[src/hw/tmw_pkg.sv]
// Package: register offsets, control fields and constants for the wide timer.
package tmw_pkg;
  // ==========================================================
  // Register addresses on the 8-bit I/O bus
  localparam logic [7:0] ADDR_CAPTURE_LOW = 8'h1f;
  localparam logic [7:0] ADDR_CAPTURE_HIGH = 8'h20;
  localparam logic [7:0] ADDR_COMPARE_FIRST = 8'h21;
  localparam logic [7:0] ADDR_COMPARE_SECOND = 8'h22;
  localparam logic [7:0] ADDR_COUNT_LOW = 8'h23;
  localparam logic [7:0] ADDR_CONTROL = 8'h24;
  localparam logic [7:0] ADDR_COUNT_HIGH = 8'h25;
  localparam logic [7:0] ADDR_FLAGS = 8'h27;
  // ==========================================================
  // Control register fields
  localparam int CTRL_WIDTH_BIT = 7;
  localparam int CTRL_CAPTURE_EN_BIT = 6;
  localparam int CTRL_FILTER_BIT = 5;
  localparam int CTRL_EDGE_BIT = 4;
  localparam int CTRL_CLEAR_BIT = 3;
  localparam int CTRL_CLOCK_MSB = 2;
  // Flag register fields
  localparam int FLAG_CAPTURE_BIT = 7;
  localparam int FLAG_COMPARE_SECOND_BIT = 5;
  localparam int FLAG_COMPARE_FIRST_BIT = 4;
  localparam int FLAG_OVERFLOW_BIT = 3;
  // ==========================================================
  // Reset values and counts
  localparam logic [7:0] RESET_BYTE = 8'h00;
  localparam logic [15:0] RESET_WORD = 16'h0000;
  localparam logic [15:0] MAX_WIDE = 16'hffff;
  localparam logic [7:0] MAX_NARROW = 8'hff;
  localparam logic [1:0] FILTER_SAMPLES_M1 = 2'h3;
  localparam logic [9:0] PRESCALE_RESET = 10'h000;
  // ==========================================================
  // Clock source selection
  typedef enum logic [2:0] {
    TMW_CLK_STOP = 3'h0,
    TMW_CLK_DIV1 = 3'h1,
    TMW_CLK_DIV8 = 3'h2,
    TMW_CLK_DIV64 = 3'h3,
    TMW_CLK_DIV256 = 3'h4,
    TMW_CLK_DIV1024 = 3'h5,
    TMW_CLK_EXT_FALL = 3'h6,
    TMW_CLK_EXT_RISE = 3'h7
  } tmw_clock_type;
endpackage

[src/hw/tmw_timer.sv]
// Wide-access timer/counter with shared high-byte staging latch.
// Operation
// Only low-byte accesses start a wide transfer; high-byte alone touches latch.
// Low-byte write loads latch high byte and written low byte together.
// Low-byte read copies register high byte into latch same cycle.
// One staging latch shared by all wide registers.
// Compare halves read directly without touching latch outside capture mode.
// In 16-bit capture mode capture register goes through the latch.
// CPU writes high before low, reads low before high.
// Main code masks interrupts around two-byte accesses.
// One high byte write may serve several low-byte writes.
// Width bit selects 16-bit counting and joined compare value.
// Capture enable bit selects input capture mode.
// Filter needs four equal samples before output changes.
// Edge bit: zero falling, one rising capture trigger.
// Qualified edge copies counter to capture register and sets capture flag.
// Clear bit picks free running or clear on first compare match; the code ignores the clear bit in 16-bit mode.
// Clock select 000 stop, 001 direct, 010-101 prescaled by 8..1024.
// Clock select 110 falling, 111 rising external pin edges.
// External pin edges count even when that pin is an output.
// Counter low-byte write blocks compare match on next tick.
// Count low byte is direct counter access, low half in wide mode.
// Clear mode resets counter to zero on first compare match; the code does this only while the width bit is zero.
// Overflow flag set in the tick the counter wraps from max.
// Counter increments per selected tick, holds when no source.
`timescale 1ns/10ps
module tmw_timer (
  input wire logic sys_clk_in,
  input wire logic reset_in,
  input wire logic [7:0] bus_addr_in,
  input wire logic [7:0] bus_wdata_in,
  input wire logic bus_write_in,
  input wire logic bus_read_in,
  input wire logic capture_input_pin_in,
  input wire logic external_count_pin_in,
  output logic [7:0] bus_rdata_out,
  output logic capture_flag_out,
  output logic overflow_flag_out,
  output logic compare_first_flag_out,
  output logic compare_second_flag_out,
  output logic [15:0] count_out
);
  import tmw_pkg::*;

  // ==========================================================
  // Registers
  logic [7:0] control;
  logic [7:0] staging;
  logic [7:0] count_low_byte;
  logic [7:0] count_high_byte;
  logic [7:0] compare_value_first;
  logic [7:0] compare_value_second;
  logic [9:0] prescale;
  logic ext_prev;
  logic block_match;
  logic [1:0] filter_count;
  logic filter_value;
  logic capture_raw_prev;
  logic capture_prev;

  logic width_select;
  logic capture_mode_enable;
  logic capture_filter_enable;
  logic capture_edge_select;
  logic clear_on_match_select;
  tmw_clock_type clock_source_select;
  assign width_select = control[CTRL_WIDTH_BIT];
  assign capture_mode_enable = control[CTRL_CAPTURE_EN_BIT];
  assign capture_filter_enable = control[CTRL_FILTER_BIT];
  assign capture_edge_select = control[CTRL_EDGE_BIT];
  assign clear_on_match_select = control[CTRL_CLEAR_BIT];
  assign clock_source_select = tmw_clock_type'(control[CTRL_CLOCK_MSB:0]);

  // ==========================================================
  // Bus decode
  logic wr_ctrl, wr_cnt_lo, wr_cnt_hi, wr_cmp_a, wr_cmp_b, wr_flags;
  logic rd_cnt_lo, rd_cap_lo;
  logic wr_cap_lo, wr_cap_hi;
  assign wr_ctrl = bus_write_in && bus_addr_in == ADDR_CONTROL;
  assign wr_cnt_lo = bus_write_in && bus_addr_in == ADDR_COUNT_LOW;
  assign wr_cnt_hi = bus_write_in && bus_addr_in == ADDR_COUNT_HIGH;
  assign wr_cmp_a = bus_write_in && bus_addr_in == ADDR_COMPARE_FIRST;
  assign wr_cmp_b = bus_write_in && bus_addr_in == ADDR_COMPARE_SECOND;
  assign wr_flags = bus_write_in && bus_addr_in == ADDR_FLAGS;
  assign wr_cap_lo = bus_write_in && bus_addr_in == ADDR_CAPTURE_LOW;
  assign wr_cap_hi = bus_write_in && bus_addr_in == ADDR_CAPTURE_HIGH;
  assign rd_cnt_lo = bus_read_in && bus_addr_in == ADDR_COUNT_LOW;
  assign rd_cap_lo = bus_read_in && bus_addr_in == ADDR_CAPTURE_LOW;

  // ==========================================================
  // Tick generation
  logic tick;
  logic ext_fall, ext_rise;
  // Pin is sampled as is; direction of the pad does not matter
  assign ext_fall = ext_prev && !external_count_pin_in;
  assign ext_rise = !ext_prev && external_count_pin_in;
  always_comb begin
    case (clock_source_select)
      TMW_CLK_STOP: tick = 1'b0;
      TMW_CLK_DIV1: tick = 1'b1;
      TMW_CLK_DIV8: tick = prescale[2:0] == 3'h7;
      TMW_CLK_DIV64: tick = prescale[5:0] == 6'h3f;
      TMW_CLK_DIV256: tick = prescale[7:0] == 8'hff;
      TMW_CLK_DIV1024: tick = prescale == 10'h3ff;
      TMW_CLK_EXT_FALL: tick = ext_fall;
      TMW_CLK_EXT_RISE: tick = ext_rise;
      default: tick = 1'b0;
    endcase
  end

  // Prescaler runs free so its phase is independent of clock select
  always_ff @(posedge sys_clk_in) begin
    if (reset_in) begin
      prescale <= PRESCALE_RESET;
      ext_prev <= 1'b0;
    end else begin
      prescale <= prescale + 10'h001;
      ext_prev <= external_count_pin_in;
    end
  end

  // ==========================================================
  // Compare and counting
  logic [15:0] count;
  logic [15:0] compare_word;
  logic [15:0] count_max;
  logic match_first, match_second, at_max;
  logic [15:0] next_count;
  assign count = {width_select ? count_high_byte : RESET_BYTE, count_low_byte};
  assign compare_word = width_select ? {compare_value_second, compare_value_first}
                                     : {RESET_BYTE, compare_value_first};
  assign count_max = width_select ? MAX_WIDE : {RESET_BYTE, MAX_NARROW};
  assign match_first = !capture_mode_enable && count == compare_word;
  assign match_second = !capture_mode_enable && !width_select
                        && count_low_byte == compare_value_second;
  assign at_max = count == count_max;

  always_comb begin
    next_count = count;
    if (tick) begin
      if (clear_on_match_select && !width_select && match_first && !block_match) begin
        next_count = RESET_WORD;
      end else if (at_max) begin
        next_count = RESET_WORD;
      end else begin
        next_count = count + 16'h0001;
      end
    end
  end

  // Block flag lasts until the next tick, also while stopped
  always_ff @(posedge sys_clk_in) begin
    if (reset_in) begin
      block_match <= 1'b0;
    end else if (wr_cnt_lo || wr_cnt_hi) begin
      block_match <= 1'b1;
    end else if (tick) begin
      block_match <= 1'b0;
    end
  end

  // ==========================================================
  // Capture input filter and edge detection
  logic cap_src, cap_edge;
  always_ff @(posedge sys_clk_in) begin
    if (reset_in) begin
      capture_raw_prev <= 1'b0;
      filter_count <= 2'h0;
      filter_value <= 1'b0;
      capture_prev <= 1'b0;
    end else begin
      capture_raw_prev <= capture_input_pin_in;
      if (capture_input_pin_in != capture_raw_prev || capture_input_pin_in == filter_value) begin
        filter_count <= 2'h0;
      end else if (filter_count == FILTER_SAMPLES_M1 - 2'h1) begin
        filter_value <= capture_input_pin_in;
        filter_count <= 2'h0;
      end else begin
        filter_count <= filter_count + 2'h1;
      end
      capture_prev <= cap_src;
    end
  end
  assign cap_src = capture_filter_enable ? filter_value : capture_raw_prev;
  assign cap_edge = capture_mode_enable
                    && (capture_edge_select ? (cap_src && !capture_prev)
                                            : (!cap_src && capture_prev));

  // ==========================================================
  // Register file, staging latch and counter
  always_ff @(posedge sys_clk_in) begin
    if (reset_in) begin
      control <= RESET_BYTE;
    end else if (wr_ctrl) begin
      control <= bus_wdata_in;
    end
  end

  always_ff @(posedge sys_clk_in) begin
    if (reset_in) begin
      staging <= RESET_BYTE;
    end else if (wr_cnt_hi || wr_cap_hi) begin
      staging <= bus_wdata_in;
    end else if (wr_cmp_b && width_select && !capture_mode_enable) begin
      staging <= bus_wdata_in;
    end else if (rd_cnt_lo) begin
      staging <= count_high_byte;
    end else if (rd_cap_lo && width_select && capture_mode_enable) begin
      staging <= compare_value_second;
    end
  end

  always_ff @(posedge sys_clk_in) begin
    if (reset_in) begin
      count_low_byte <= RESET_BYTE;
      count_high_byte <= RESET_BYTE;
    end else if (wr_cnt_lo) begin
      count_low_byte <= bus_wdata_in;
      if (width_select) begin
        count_high_byte <= staging;
      end
    end else begin
      count_low_byte <= next_count[7:0];
      count_high_byte <= width_select ? next_count[15:8] : count_high_byte;
    end
  end

  always_ff @(posedge sys_clk_in) begin
    if (reset_in) begin
      compare_value_first <= RESET_BYTE;
      compare_value_second <= RESET_BYTE;
    end else if (cap_edge) begin
      compare_value_first <= count_low_byte;
      if (width_select) begin
        compare_value_second <= count_high_byte;
      end
    end else if (wr_cap_lo && width_select && capture_mode_enable) begin
      compare_value_first <= bus_wdata_in;
      compare_value_second <= staging;
    end else if (wr_cmp_a) begin
      compare_value_first <= bus_wdata_in;
      if (width_select && !capture_mode_enable) begin
        compare_value_second <= staging;
      end
    end else if (wr_cmp_b && !width_select) begin
      compare_value_second <= bus_wdata_in;
    end
  end

  // ==========================================================
  // Flags: set wins over write-one clear
  always_ff @(posedge sys_clk_in) begin
    if (reset_in) begin
      capture_flag_out <= 1'b0;
      overflow_flag_out <= 1'b0;
      compare_first_flag_out <= 1'b0;
      compare_second_flag_out <= 1'b0;
    end else begin
      if (cap_edge) begin
        capture_flag_out <= 1'b1;
      end else if (wr_flags && bus_wdata_in[FLAG_CAPTURE_BIT]) begin
        capture_flag_out <= 1'b0;
      end
      if (tick && at_max && !wr_cnt_lo) begin
        overflow_flag_out <= 1'b1;
      end else if (wr_flags && bus_wdata_in[FLAG_OVERFLOW_BIT]) begin
        overflow_flag_out <= 1'b0;
      end
      if (tick && match_first && !block_match) begin
        compare_first_flag_out <= 1'b1;
      end else if (wr_flags && bus_wdata_in[FLAG_COMPARE_FIRST_BIT]) begin
        compare_first_flag_out <= 1'b0;
      end
      if (tick && match_second && !block_match) begin
        compare_second_flag_out <= 1'b1;
      end else if (wr_flags && bus_wdata_in[FLAG_COMPARE_SECOND_BIT]) begin
        compare_second_flag_out <= 1'b0;
      end
    end
  end

  // ==========================================================
  // Read data, registered one cycle after the read strobe
  logic [7:0] next_rdata;
  always_comb begin
    next_rdata = RESET_BYTE;
    case (bus_addr_in)
      ADDR_CONTROL: next_rdata = control;
      ADDR_COUNT_LOW: next_rdata = count_low_byte;
      ADDR_COUNT_HIGH: next_rdata = staging;
      ADDR_COMPARE_FIRST: next_rdata = compare_value_first;
      ADDR_COMPARE_SECOND: next_rdata = compare_value_second;
      ADDR_CAPTURE_LOW: next_rdata = compare_value_first;
      ADDR_CAPTURE_HIGH: next_rdata = width_select && capture_mode_enable ? staging
                                                                          : compare_value_second;
      ADDR_FLAGS: next_rdata = {capture_flag_out, 1'b0, compare_second_flag_out,
                                compare_first_flag_out, overflow_flag_out, 3'h0};
      default: next_rdata = RESET_BYTE;
    endcase
  end

  always_ff @(posedge sys_clk_in) begin
    if (reset_in) begin
      bus_rdata_out <= RESET_BYTE;
      count_out <= RESET_WORD;
    end else begin
      bus_rdata_out <= bus_read_in ? next_rdata : RESET_BYTE;
      count_out <= count;
    end
  end
endmodule

[config.mk]
export PLATFORM = sky130hd
export DESIGN_NAME = tmw_timer
export DESIGN_NICKNAME = d
export VERILOG_FILES = /design/src/hw/tmw_pkg.sv /design/src/hw/tmw_timer.sv
export SDC_FILE = /design/constraint.sdc
export NUM_CORES = 1
export LEC_CHECK = 0
export BUFFER_PORTS_ARGS = -buffer_cell sky130_fd_sc_hd__buf_2
export CAP_MARGIN = 0
export CORE_MARGIN = 2
export CORE_UTILIZATION = 31
export CTS_CLUSTER_SIZE = 16
export DETAILED_ROUTE_END_ITERATION = 12
export SLEW_MARGIN = 20
export SYNTH_ARGS = -nofsm -noshare
export SYNTH_HDL_FRONTEND = slang
export SYNTH_SLANG_ARGS = --single-unit
[constraint.sdc]
create_clock -name sys_clk_in -period 2.68 [get_ports sys_clk_in]
set_clock_uncertainty 0.1 [all_clocks]
set_input_delay 0.402 -clock sys_clk_in [delete_from_list [all_inputs] [get_ports sys_clk_in]]
set_output_delay 0.402 -clock sys_clk_in [all_outputs]
set_load 0.005 [all_outputs]
==> results.txt, run 1 <==
Critical R2R Capture -> count_high_byte[3]
Share of the synthesized area in the top cell type -> 0.361
Tmin final -> 2.36 ns
Grt ovf -> 0
Power after layout -> 2940 uW
HPWL after DPL -> 11.9 mm
Post-CTS sizing -> 0
Worst Tran Pin Value -> 0.476 ns
H-Tree Level Count -> 3
GR Util met3 -> 0.0395
Final hold viol count -> 0
Distinct cells, synth -> 77
Total GRT Usage -> 0.188
CTS tree -> done
Routability cong. -> 0.904
Number of post-CTS setup repair buffers -> 0
Seq/Total Area, Yosys -> 0.361
Clock Pin Slew Worst Setup and Hold Paths -> 0.07 ns
First-pass GRT wire length -> 26.0 mm
Die W -> 133 um
Largest net degree at the start of global routing -> 39
Remaining DRCs -> 0
CP max stage delay -> 0.46 ns
Top delay family on crit path -> compound AO/OA/AOI/OAI gates
Period utilization -> 0.879
Ant diodes -> 0
Post-synth top area cell -> dfxtp_1
Cell with the most instances after synthesis -> dfxtp_1
Die Y-Extent -> 133 um
Max-cap viol count -> 0
Synth Cell Area -> 5160 um^2
M1 GR Usage -> 0.263
Slew HR -> 0.682
Hold Startpoint -> external_count_pin_in
Post-Syn Nets -> 643
Crit-path max FO -> 10
Flop-to-flop setup slack -> 0.32 ns
TNS Setup -> 0 ns
Critical path capture point type -> flop
Leakage power -> 0.00235 uW
Fraction of layout cells with a size suffix above 1 -> 0.179
Input/output buffers -> 49
Mean Syn Cell Area -> 8.37 um^2
Hold Path Class -> input port to flop
Vias in the first global route -> 4556
CP bufs+invs -> 0
Worst hold path depth -> 2
Ys Warns -> 0
Rows -> 47
Clock Latency Late Sink -> 0.35 ns
Filler Cells Inserted -> 1676
Starting Density -> 0.315
Reg2Reg Launch Point -> prescale[0]
Final Max Tran Viols -> 0
Critical path launch point type -> flop
Area grow syn2layout -> 15.6%
Final layout net count -> 686
Run status -> finished, final reports clean
Worst path cell trace -> ha_1, and3_1, a311oi_1, o21ai_1, and2_1, a221oi_1, a2111oi_2
R2R depth -> 7
Slowest CP cell -> and2_1
Post-Synthesis Cells -> 617
Initial antenna violation count -> 0
# hold bufs at CTS -> 0
Max VDD drop -> 0.278 mV
Post-synth EDFFs -> 0
Root Buffer -> clkbuf_16
Async set-reset flop share out of synthesis -> 0
RSZ-0062 raised after global routing -> no
Fmax -> 0.424 GHz
CTS Buf Count -> 9
CTS max path bufs -> 2
Grt peak-use layer -> met2
Grt met2 use -> 0.278
Post-synth top cells -> dfxtp_1 (93), nor2_1 (71), nand2_1 (52)
Full die area -> 17700 um^2
Vias -> 4914
Final setup fails -> 0
Pwr dens -> 492 nW/um^2
Worst path required time -> 2.83 ns
Hold Path Sink -> ext_prev
Vias per cell -> 5.55
Io pins -> 50
ANT nets after route -> 0
Ys flop type -> dfxtp_1
Initial DRT Pass Iterations -> 6
Critical Path AT -> 2.50 ns
Clk sinks -> 93
Final wirelength -> 16.2 mm
Iter 0 DRT Violations -> 488
Flops & latches, synth -> 93
WS Path Type -> flop to flop
Total core area -> 16400 um^2
Area contributors post-synth -> dfxtp_1 (36%), nor2_1 (5.2%), a21oi_1 (4.7%)
Routed len/inst -> 18.3 um
worst register-to-register path, cell delays in order, from the launching register on:
cell	delay [ns]
dfxtp_1	0.38
ha_1	0.22
and3_1	0.22
a311oi_1	0.11
o21ai_1	0.21
and2_1	0.46
a221oi_1	0.18
a2111oi_2	0.38
per-layer routing:
layer / wire (um) / part of all wire
met1: 7550 / 0.47
met2: 6780 / 0.42
met3: 1250 / 0.077
met4: 612 / 0.038
met5: 0 / 0
worst max path at each step:
stage | to | cells after the start | slack (ns) | start
2_1_floorplan | compare_value_second[0] | 9 | 0.58 | bus_addr_in[1]
3_3_place_gp | count_high_byte[3] | 7 | 0.33 | prescale[0]
3_5_place_dp | compare_value_second[7] | 8 | 0.28 | bus_addr_in[1]
4_1_cts | count_high_byte[3] | 7 | 0.29 | prescale[0]
5_1_grt | count_high_byte[3] | 7 | 0.12 | prescale[0]
6_report | count_high_byte[3] | 7 | 0.32 | prescale[0]
flip-flops by register name, indices dropped and copies added, names as in the netlist, 2 cells and up:
| name | cells |
|---|---|
| count_out | 16 |
| prescale | 10 |
| filter_count | 2 |
| compare_value_first | 8 |
| count_high_byte | 8 |
| count_low_byte | 8 |
| control | 8 |
| compare_value_second | 8 |
| staging | 8 |
| bus_rdata_out | 8 |
power by group:
part / leakage [uW] / internal, uW / total [uW] / switching [uW]
clock network: 0.000143 / 735 / 1330 / 594
logic: 0.00145 / 71.0 / 190 / 119
registers: 0.000751 / 1400 / 1420 / 20.9
metrics by stage:
step            util  std cells  instance area (um^2)  worst slack [ns]  hold slack (ns)
6_report       0.364        885                  5970             0.324            0.204
4_1_cts        0.364        885                  5970             0.292            0.201
3_3_place_gp   0.345        869                  5660             0.326            0.302
2_1_floorplan      -        617                  5160             0.576            0.292
3_5_place_dp   0.345        869                  5660             0.283            0.305
5_1_grt        0.364        885                  5970             0.124            0.216
layout make-up:
| cell class | count | area (um^2) | area share |
|---|---|---|---|
| multi-input cells | 463 | 2990 | 0.501 |
| clock buffers | 9 | 225 | 0.0377 |
| flip-flops and latches | 93 | 1860 | 0.312 |
| repair buffers | 83 | 500 | 0.0838 |
| well taps | 220 | 275 | 0.0461 |
| clock inverters | 7 | 80.1 | 0.0134 |
| inverters | 10 | 37.5 | 0.00629 |
cells in the final DEF, fill, tap and decap left out, types with 11 or more instances in the layout:
master / n
xnor2_1: 18
a21oi_1: 48
nand2_1: 52
a22oi_1: 11
nor2b_1: 14
nand3_1: 37
xor2_1: 14
and3_1: 13
nor2_1: 71
buf_2: 49
dfxtp_1: 93
nor3_1: 12
buf_4: 34
nand4_1: 13
mux2i_1: 23
kinds of logic after synthesis:
logic type                 synth area share
AOI/OAI and AO/OA                     0.210
buffers and inverters                0.0606
adders and majority gates           0.00969
xor gates and xnor gates             0.0543
DFF                                   0.361
muxes                                0.0468
and+or+nand+nor                       0.258
No activity file was read; power rests on OpenSTA's default activity.
==> inputs of run 2 (changes only) <==
--- a/config.mk
+++ b/config.mk
@@ -8,9 +8,10 @@
 export BUFFER_PORTS_ARGS = -buffer_cell sky130_fd_sc_hd__buf_2
 export CAP_MARGIN = 0
 export CORE_MARGIN = 2
-export CORE_UTILIZATION = 31
+export CORE_UTILIZATION = 60
 export CTS_CLUSTER_SIZE = 16
 export DETAILED_ROUTE_END_ITERATION = 12
+export PLACE_DENSITY = 0.81
 export SLEW_MARGIN = 20
 export SYNTH_ARGS = -nofsm -noshare
 export SYNTH_HDL_FRONTEND = slang
==> results.txt, run 2 (synthesis gave the netlist of run 1 again) <==
GR Util met3 -> 0.0636
Fin util -> 0.690
Post-CTS sizing -> 0
Final setup fails -> 0
Max VDD drop -> 0.361 mV
Power after layout -> 2570 uW
Grt peak-use layer -> met2
Final wirelength -> 15.9 mm
Final hold viol count -> 0
Final layout net count -> 688
Final hold slack -> 0.180 ns
M1 GR Usage -> 0.443
Die W -> 96.8 um
First-pass GRT wire length -> 25.3 mm
Critical path capture point type -> flop
Iter 0 DRT Violations -> 609
Period utilization -> 0.916
Rows -> 33
Routed len/inst -> 20.6 um
Commonest non-fill, non-tap cell in the layout -> dfxtp_1
CTS Buf Count -> 9
Fraction of layout cells with a size suffix above 1 -> 0.180
Filler Cells Inserted -> 677
Power Internal -> 1900 uW
Reg2Reg Launch Point -> count_low_byte[1]
Fmax -> 0.407 GHz
Reg with most FFs -> count_out
Total GRT Usage -> 0.332
Net Sw Power -> 664 uW
H-Tree Level Count -> 3
Run status -> finished, final reports clean
Leakage power -> 0.00231 uW
Worst path required time -> 2.82 ns
Ant diodes -> 0
Slew HR -> 0.604
Full die area -> 9360 um^2
Tmin final -> 2.46 ns
Grt met2 use -> 0.507
Vias per cell -> 6.70
Remaining DRCs -> 0
Vias -> 5167
Hold Path Class -> input port to flop
Largest net degree at the start of global routing -> 38
Design area -> 5730 um^2
Final Max Tran Viols -> 0
Max-cap viol count -> 0
ANT nets after route -> 0
CTS max path bufs -> 2
Sequential share of power -> 0.553
Post-DP Area -> 5540 um^2
Root Buffer -> clkbuf_8
TNS Setup -> 0 ns
Crit. Startpoint -> count_low_byte[1]
Clock Pin Slew Worst Setup and Hold Paths -> 0.10 ns
Hold Startpoint -> external_count_pin_in
WS Path Type -> flop to flop
Die Y-Extent -> 96.8 um
Routability cong. -> 1.02
Vias in the first global route -> 4873
Power share of the combinational group -> 0.076
Grt ovf -> 0
Input/output buffers -> 49
Worst Tran Pin Value -> 0.593 ns
Area grow syn2layout -> 11.0%
Largest register FFs -> 16
Initial DRT Pass Iterations -> 6
Initial antenna violation count -> 0
Io pins -> 50
Critical Path AT -> 2.60 ns
# hold bufs at CTS -> 0
HPWL after DPL -> 11.3 mm
Switch share -> 0.258
Total core area -> 8300 um^2
Clock Latency Late Sink -> 0.36 ns
Clk sinks -> 93
CTS tree -> done
Starting Density -> 0.622
RSZ-0062 raised after global routing -> no
Most frequent cells in the layout -> dfxtp_1 (93), nor2_1 (71), nand2_1 (52), buf_2 (49), a21oi_1 (48)
Top Registers -> count_out x16, prescale x10
Crit-path max FO -> 9
Critical path launch point type -> flop
Number of post-CTS setup repair buffers -> 0
Clock power frac -> 0.371
Pwr dens -> 448 nW/um^2
-- run 2: cell types whose count changed in the layout (fill, tap and decap cells not counted), sizes merged --
cell | before | now
inv | 13 | 12
buf | 83 | 85
-- run 2: path summary, 6_finish.rpt --
check / to / slack (ns) / cells after the start
setup reg to reg: count_low_byte[0] / 0.22 / 7
hold reg to reg: filter_count[0] / 0.33 / 1
setup / recovery: count_low_byte[0] / 0.22 / 7
hold / removal: ext_prev / 0.18 / 2
-- run 2: stage by stage --
step	instances	setup WS, ns
floorplan	617	0.576
global placement	756	0.331
detailed placement	756	0.295
CTS	771	0.282
global route	771	0.0647
finish	771	0.225
-- run 2: final cells by class --
cell class                 instances  area, um^2  area share
clock buffer                       9         124      0.0216
clock inverter                     6        70.1      0.0122
inverter                          10        37.5     0.00655
multi-input combinational        463        2990       0.522
sequential                        93        1860       0.325
tap                              105         131      0.0229
timing repair buffer              85         515      0.0900
-- run 2: metal layers --
layer,vias to the layer above,wire [um]
met1,2376,6260
met2,365,6980
met3,87,1720
met4,0,928
met5,-,0
li1,2339,-
-- run 2: power by group through the flow --
stage	clock, uW	combinational [uW]	sequential (uW)
after floorplan	0	120	1440
after global placement	0	185	1450
after detailed placement	0	188	1450
after CTS	953	189	1420
after global routing	1010	208	1420
final	954	195	1420
-- run 2: critical path: stages, from the launching register on --
cell	delay (ns)
dfxtp_1	0.54
ha_1	0.31
and4_1	0.32
nand4_1	0.17
a21oi_1	0.40
nor3_4	0.13
a221oi_1	0.27
a311oi_1	0.08
==> inputs of run 3 (changes only) <==
--- a/config.mk
+++ b/config.mk
@@ -8,10 +8,11 @@
 export BUFFER_PORTS_ARGS = -buffer_cell sky130_fd_sc_hd__buf_2
 export CAP_MARGIN = 0
 export CORE_MARGIN = 2
-export CORE_UTILIZATION = 60
+export CORE_UTILIZATION = 62
+export CTS_BUF_LIST = sky130_fd_sc_hd__clkbuf_4
 export CTS_CLUSTER_SIZE = 16
 export DETAILED_ROUTE_END_ITERATION = 12
-export PLACE_DENSITY = 0.81
+export PLACE_DENSITY = 0.83
 export SLEW_MARGIN = 20
 export SYNTH_ARGS = -nofsm -noshare
 export SYNTH_HDL_FRONTEND = slang
==> results.txt, run 3 (synthesis gave the netlist of run 1 again) <==
Routability cong. -> 1.02
Ant diodes -> 0
Leakage power -> 0.00224 uW
Final hold viol count -> 0
Post-CTS sizing -> 0
Worst Tran Pin Value -> 0.732 ns
R2R depth -> 8
Critical Path AT -> 2.66 ns
Sequential share of power -> 0.584
CTS tree -> done
Final setup fails -> 0
Number of post-CTS setup repair buffers -> 0
Most frequent cells in the layout -> dfxtp_1 (93), nor2_1 (71), nand2_1 (52), buf_2 (49), a21oi_1 (48)
Run status -> finished, final reports clean
First-pass GRT wire length -> 23.9 mm
RSZ-0062 raised after global routing -> no
Clock Latency Late Sink -> 0.45 ns
Root Buffer -> clkbuf_4
Max-cap viol count -> 0
Remaining DRCs -> 0
Hold Path Class -> input port to flop
ANT nets after route -> 0
Critical path capture point type -> flop
Final setup margin -> 0.281 ns
Switch share -> 0.274
Vias in the first global route -> 4595
Worst hold path depth -> 3
Initial antenna violation count -> 0
Max VDD drop -> 0.285 mV
Input/output buffers -> 49
Die Y-Extent -> 95.3 um
Hold Path Sink -> filter_value
Slew HR -> 0.512
Final wirelength -> 15.1 mm
CTS Buf Count -> 9
Pwr dens -> 436 nW/um^2
Post-DP Area -> 5450 um^2
# hold bufs at CTS -> 0
Io pins -> 50
Iter 0 DRT Violations -> 507
Critical R2R Capture -> count_low_byte[0]
Clock power frac -> 0.344
Vias per cell -> 6.63
Clk sinks -> 93
Tmin final -> 2.40 ns
Critical path launch point type -> flop
Final hold slack -> 0.0906 ns
Final layout net count -> 677
Fraction of layout cells with a size suffix above 1 -> 0.168
CTS max path bufs -> 2
Reg2Reg Launch Point -> prescale[0]
Starting Density -> 0.635
Fmax -> 0.417 GHz
Flop-to-flop setup slack -> 0.28 ns
Initial DRT Pass Iterations -> 7
HPWL after DPL -> 10.8 mm
Hold Startpoint -> capture_input_pin_in
Design area -> 5610 um^2
Reg with most FFs -> count_out
Vias -> 5047
Full die area -> 9070 um^2
TNS Setup -> 0 ns
Top Registers -> count_out x16, prescale x10
Grt ovf -> 0
Total core area -> 8130 um^2
Routed len/inst -> 19.9 um
H-Tree Level Count -> 3
Pre-CTS WS -> 0.249 ns
Net Sw Power -> 670 uW
Crit-path max FO -> 10
Power share of the combinational group -> 0.071
Final Max Tran Viols -> 0
Total GRT Usage -> 0.347
Die W -> 95.3 um
Area grow syn2layout -> 8.63%
Rows -> 33
Clock Pin Slew Worst Setup and Hold Paths -> 0.16 ns
Largest register FFs -> 16
Worst path required time -> 2.94 ns
Commonest non-fill, non-tap cell in the layout -> dfxtp_1
WS Path Type -> flop to flop
Period utilization -> 0.895
Largest net degree at the start of global routing -> 69
Power Internal -> 1770 uW
[run 3: cell types whose count changed in the layout (fill, tap and decap cells not counted), sizes merged]
cell and change:
buf -11, clkinvlp -1, inv +2
[run 3: routing by layer]
layer / up-vias / share of wire / wire, um / GRT usage
met5: - / 0 / 0 / 0
met4: 0 / 0.048 / 721 / 0.169
met3: 62 / 0.11 / 1730 / 0.0767
met2: 341 / 0.44 / 6600 / 0.526
met1: 2317 / 0.40 / 6080 / 0.467
li1: 2327 / - / - / -
[run 3: cell type report]
class / count / area, um^2
fillers: 675 / 2520
clock buffers: 9 / 67.6
well taps: 105 / 131
inverters: 10 / 37.5
multi-input cells: 463 / 2990
clock inverters: 7 / 88.8
flip-flops and latches: 93 / 1860
repair buffers: 74 / 433
[run 3: how the worst max path moves through the flow]
stage,start,to,depth (start not counted)
final,prescale[0],count_low_byte[0],8
after global placement,bus_addr_in[1],compare_value_second[5],8
after floorplan,bus_addr_in[1],compare_value_second[0],9
after detailed placement,bus_addr_in[1],compare_value_second[6],8
after global routing,prescale[0],count_low_byte[0],8
after CTS,prescale[0],count_low_byte[0],8
[run 3: power groups by stage]
stage               registers (uW)  logic [uW]  clock network (uW)
floorplan                     1440         120                   0
global route                  1430         188                 896
finish                        1430         174                 842
global placement              1460         164                   0
detailed placement            1460         168                   0
CTS                           1430         170                 848
[run 3: through the flow]
step                       util  total power (uW)  instances
after floorplan               -              1560        617
after global placement    0.670              1620        745
after detailed placement  0.670              1630        745
after CTS                 0.690              2440        761
after global routing      0.690              2520        761
final                     0.690              2440        761
[run 3: critical path, stage by stage (launching register included)]
cell      delay, ns
dfxtp_1        0.43
ha_1           0.22
and3_1         0.23
a311oi_1       0.10
o21ai_1        0.25
and2_1         0.43
buf_4          0.23
a221oi_1       0.08
a311oi_1       0.24
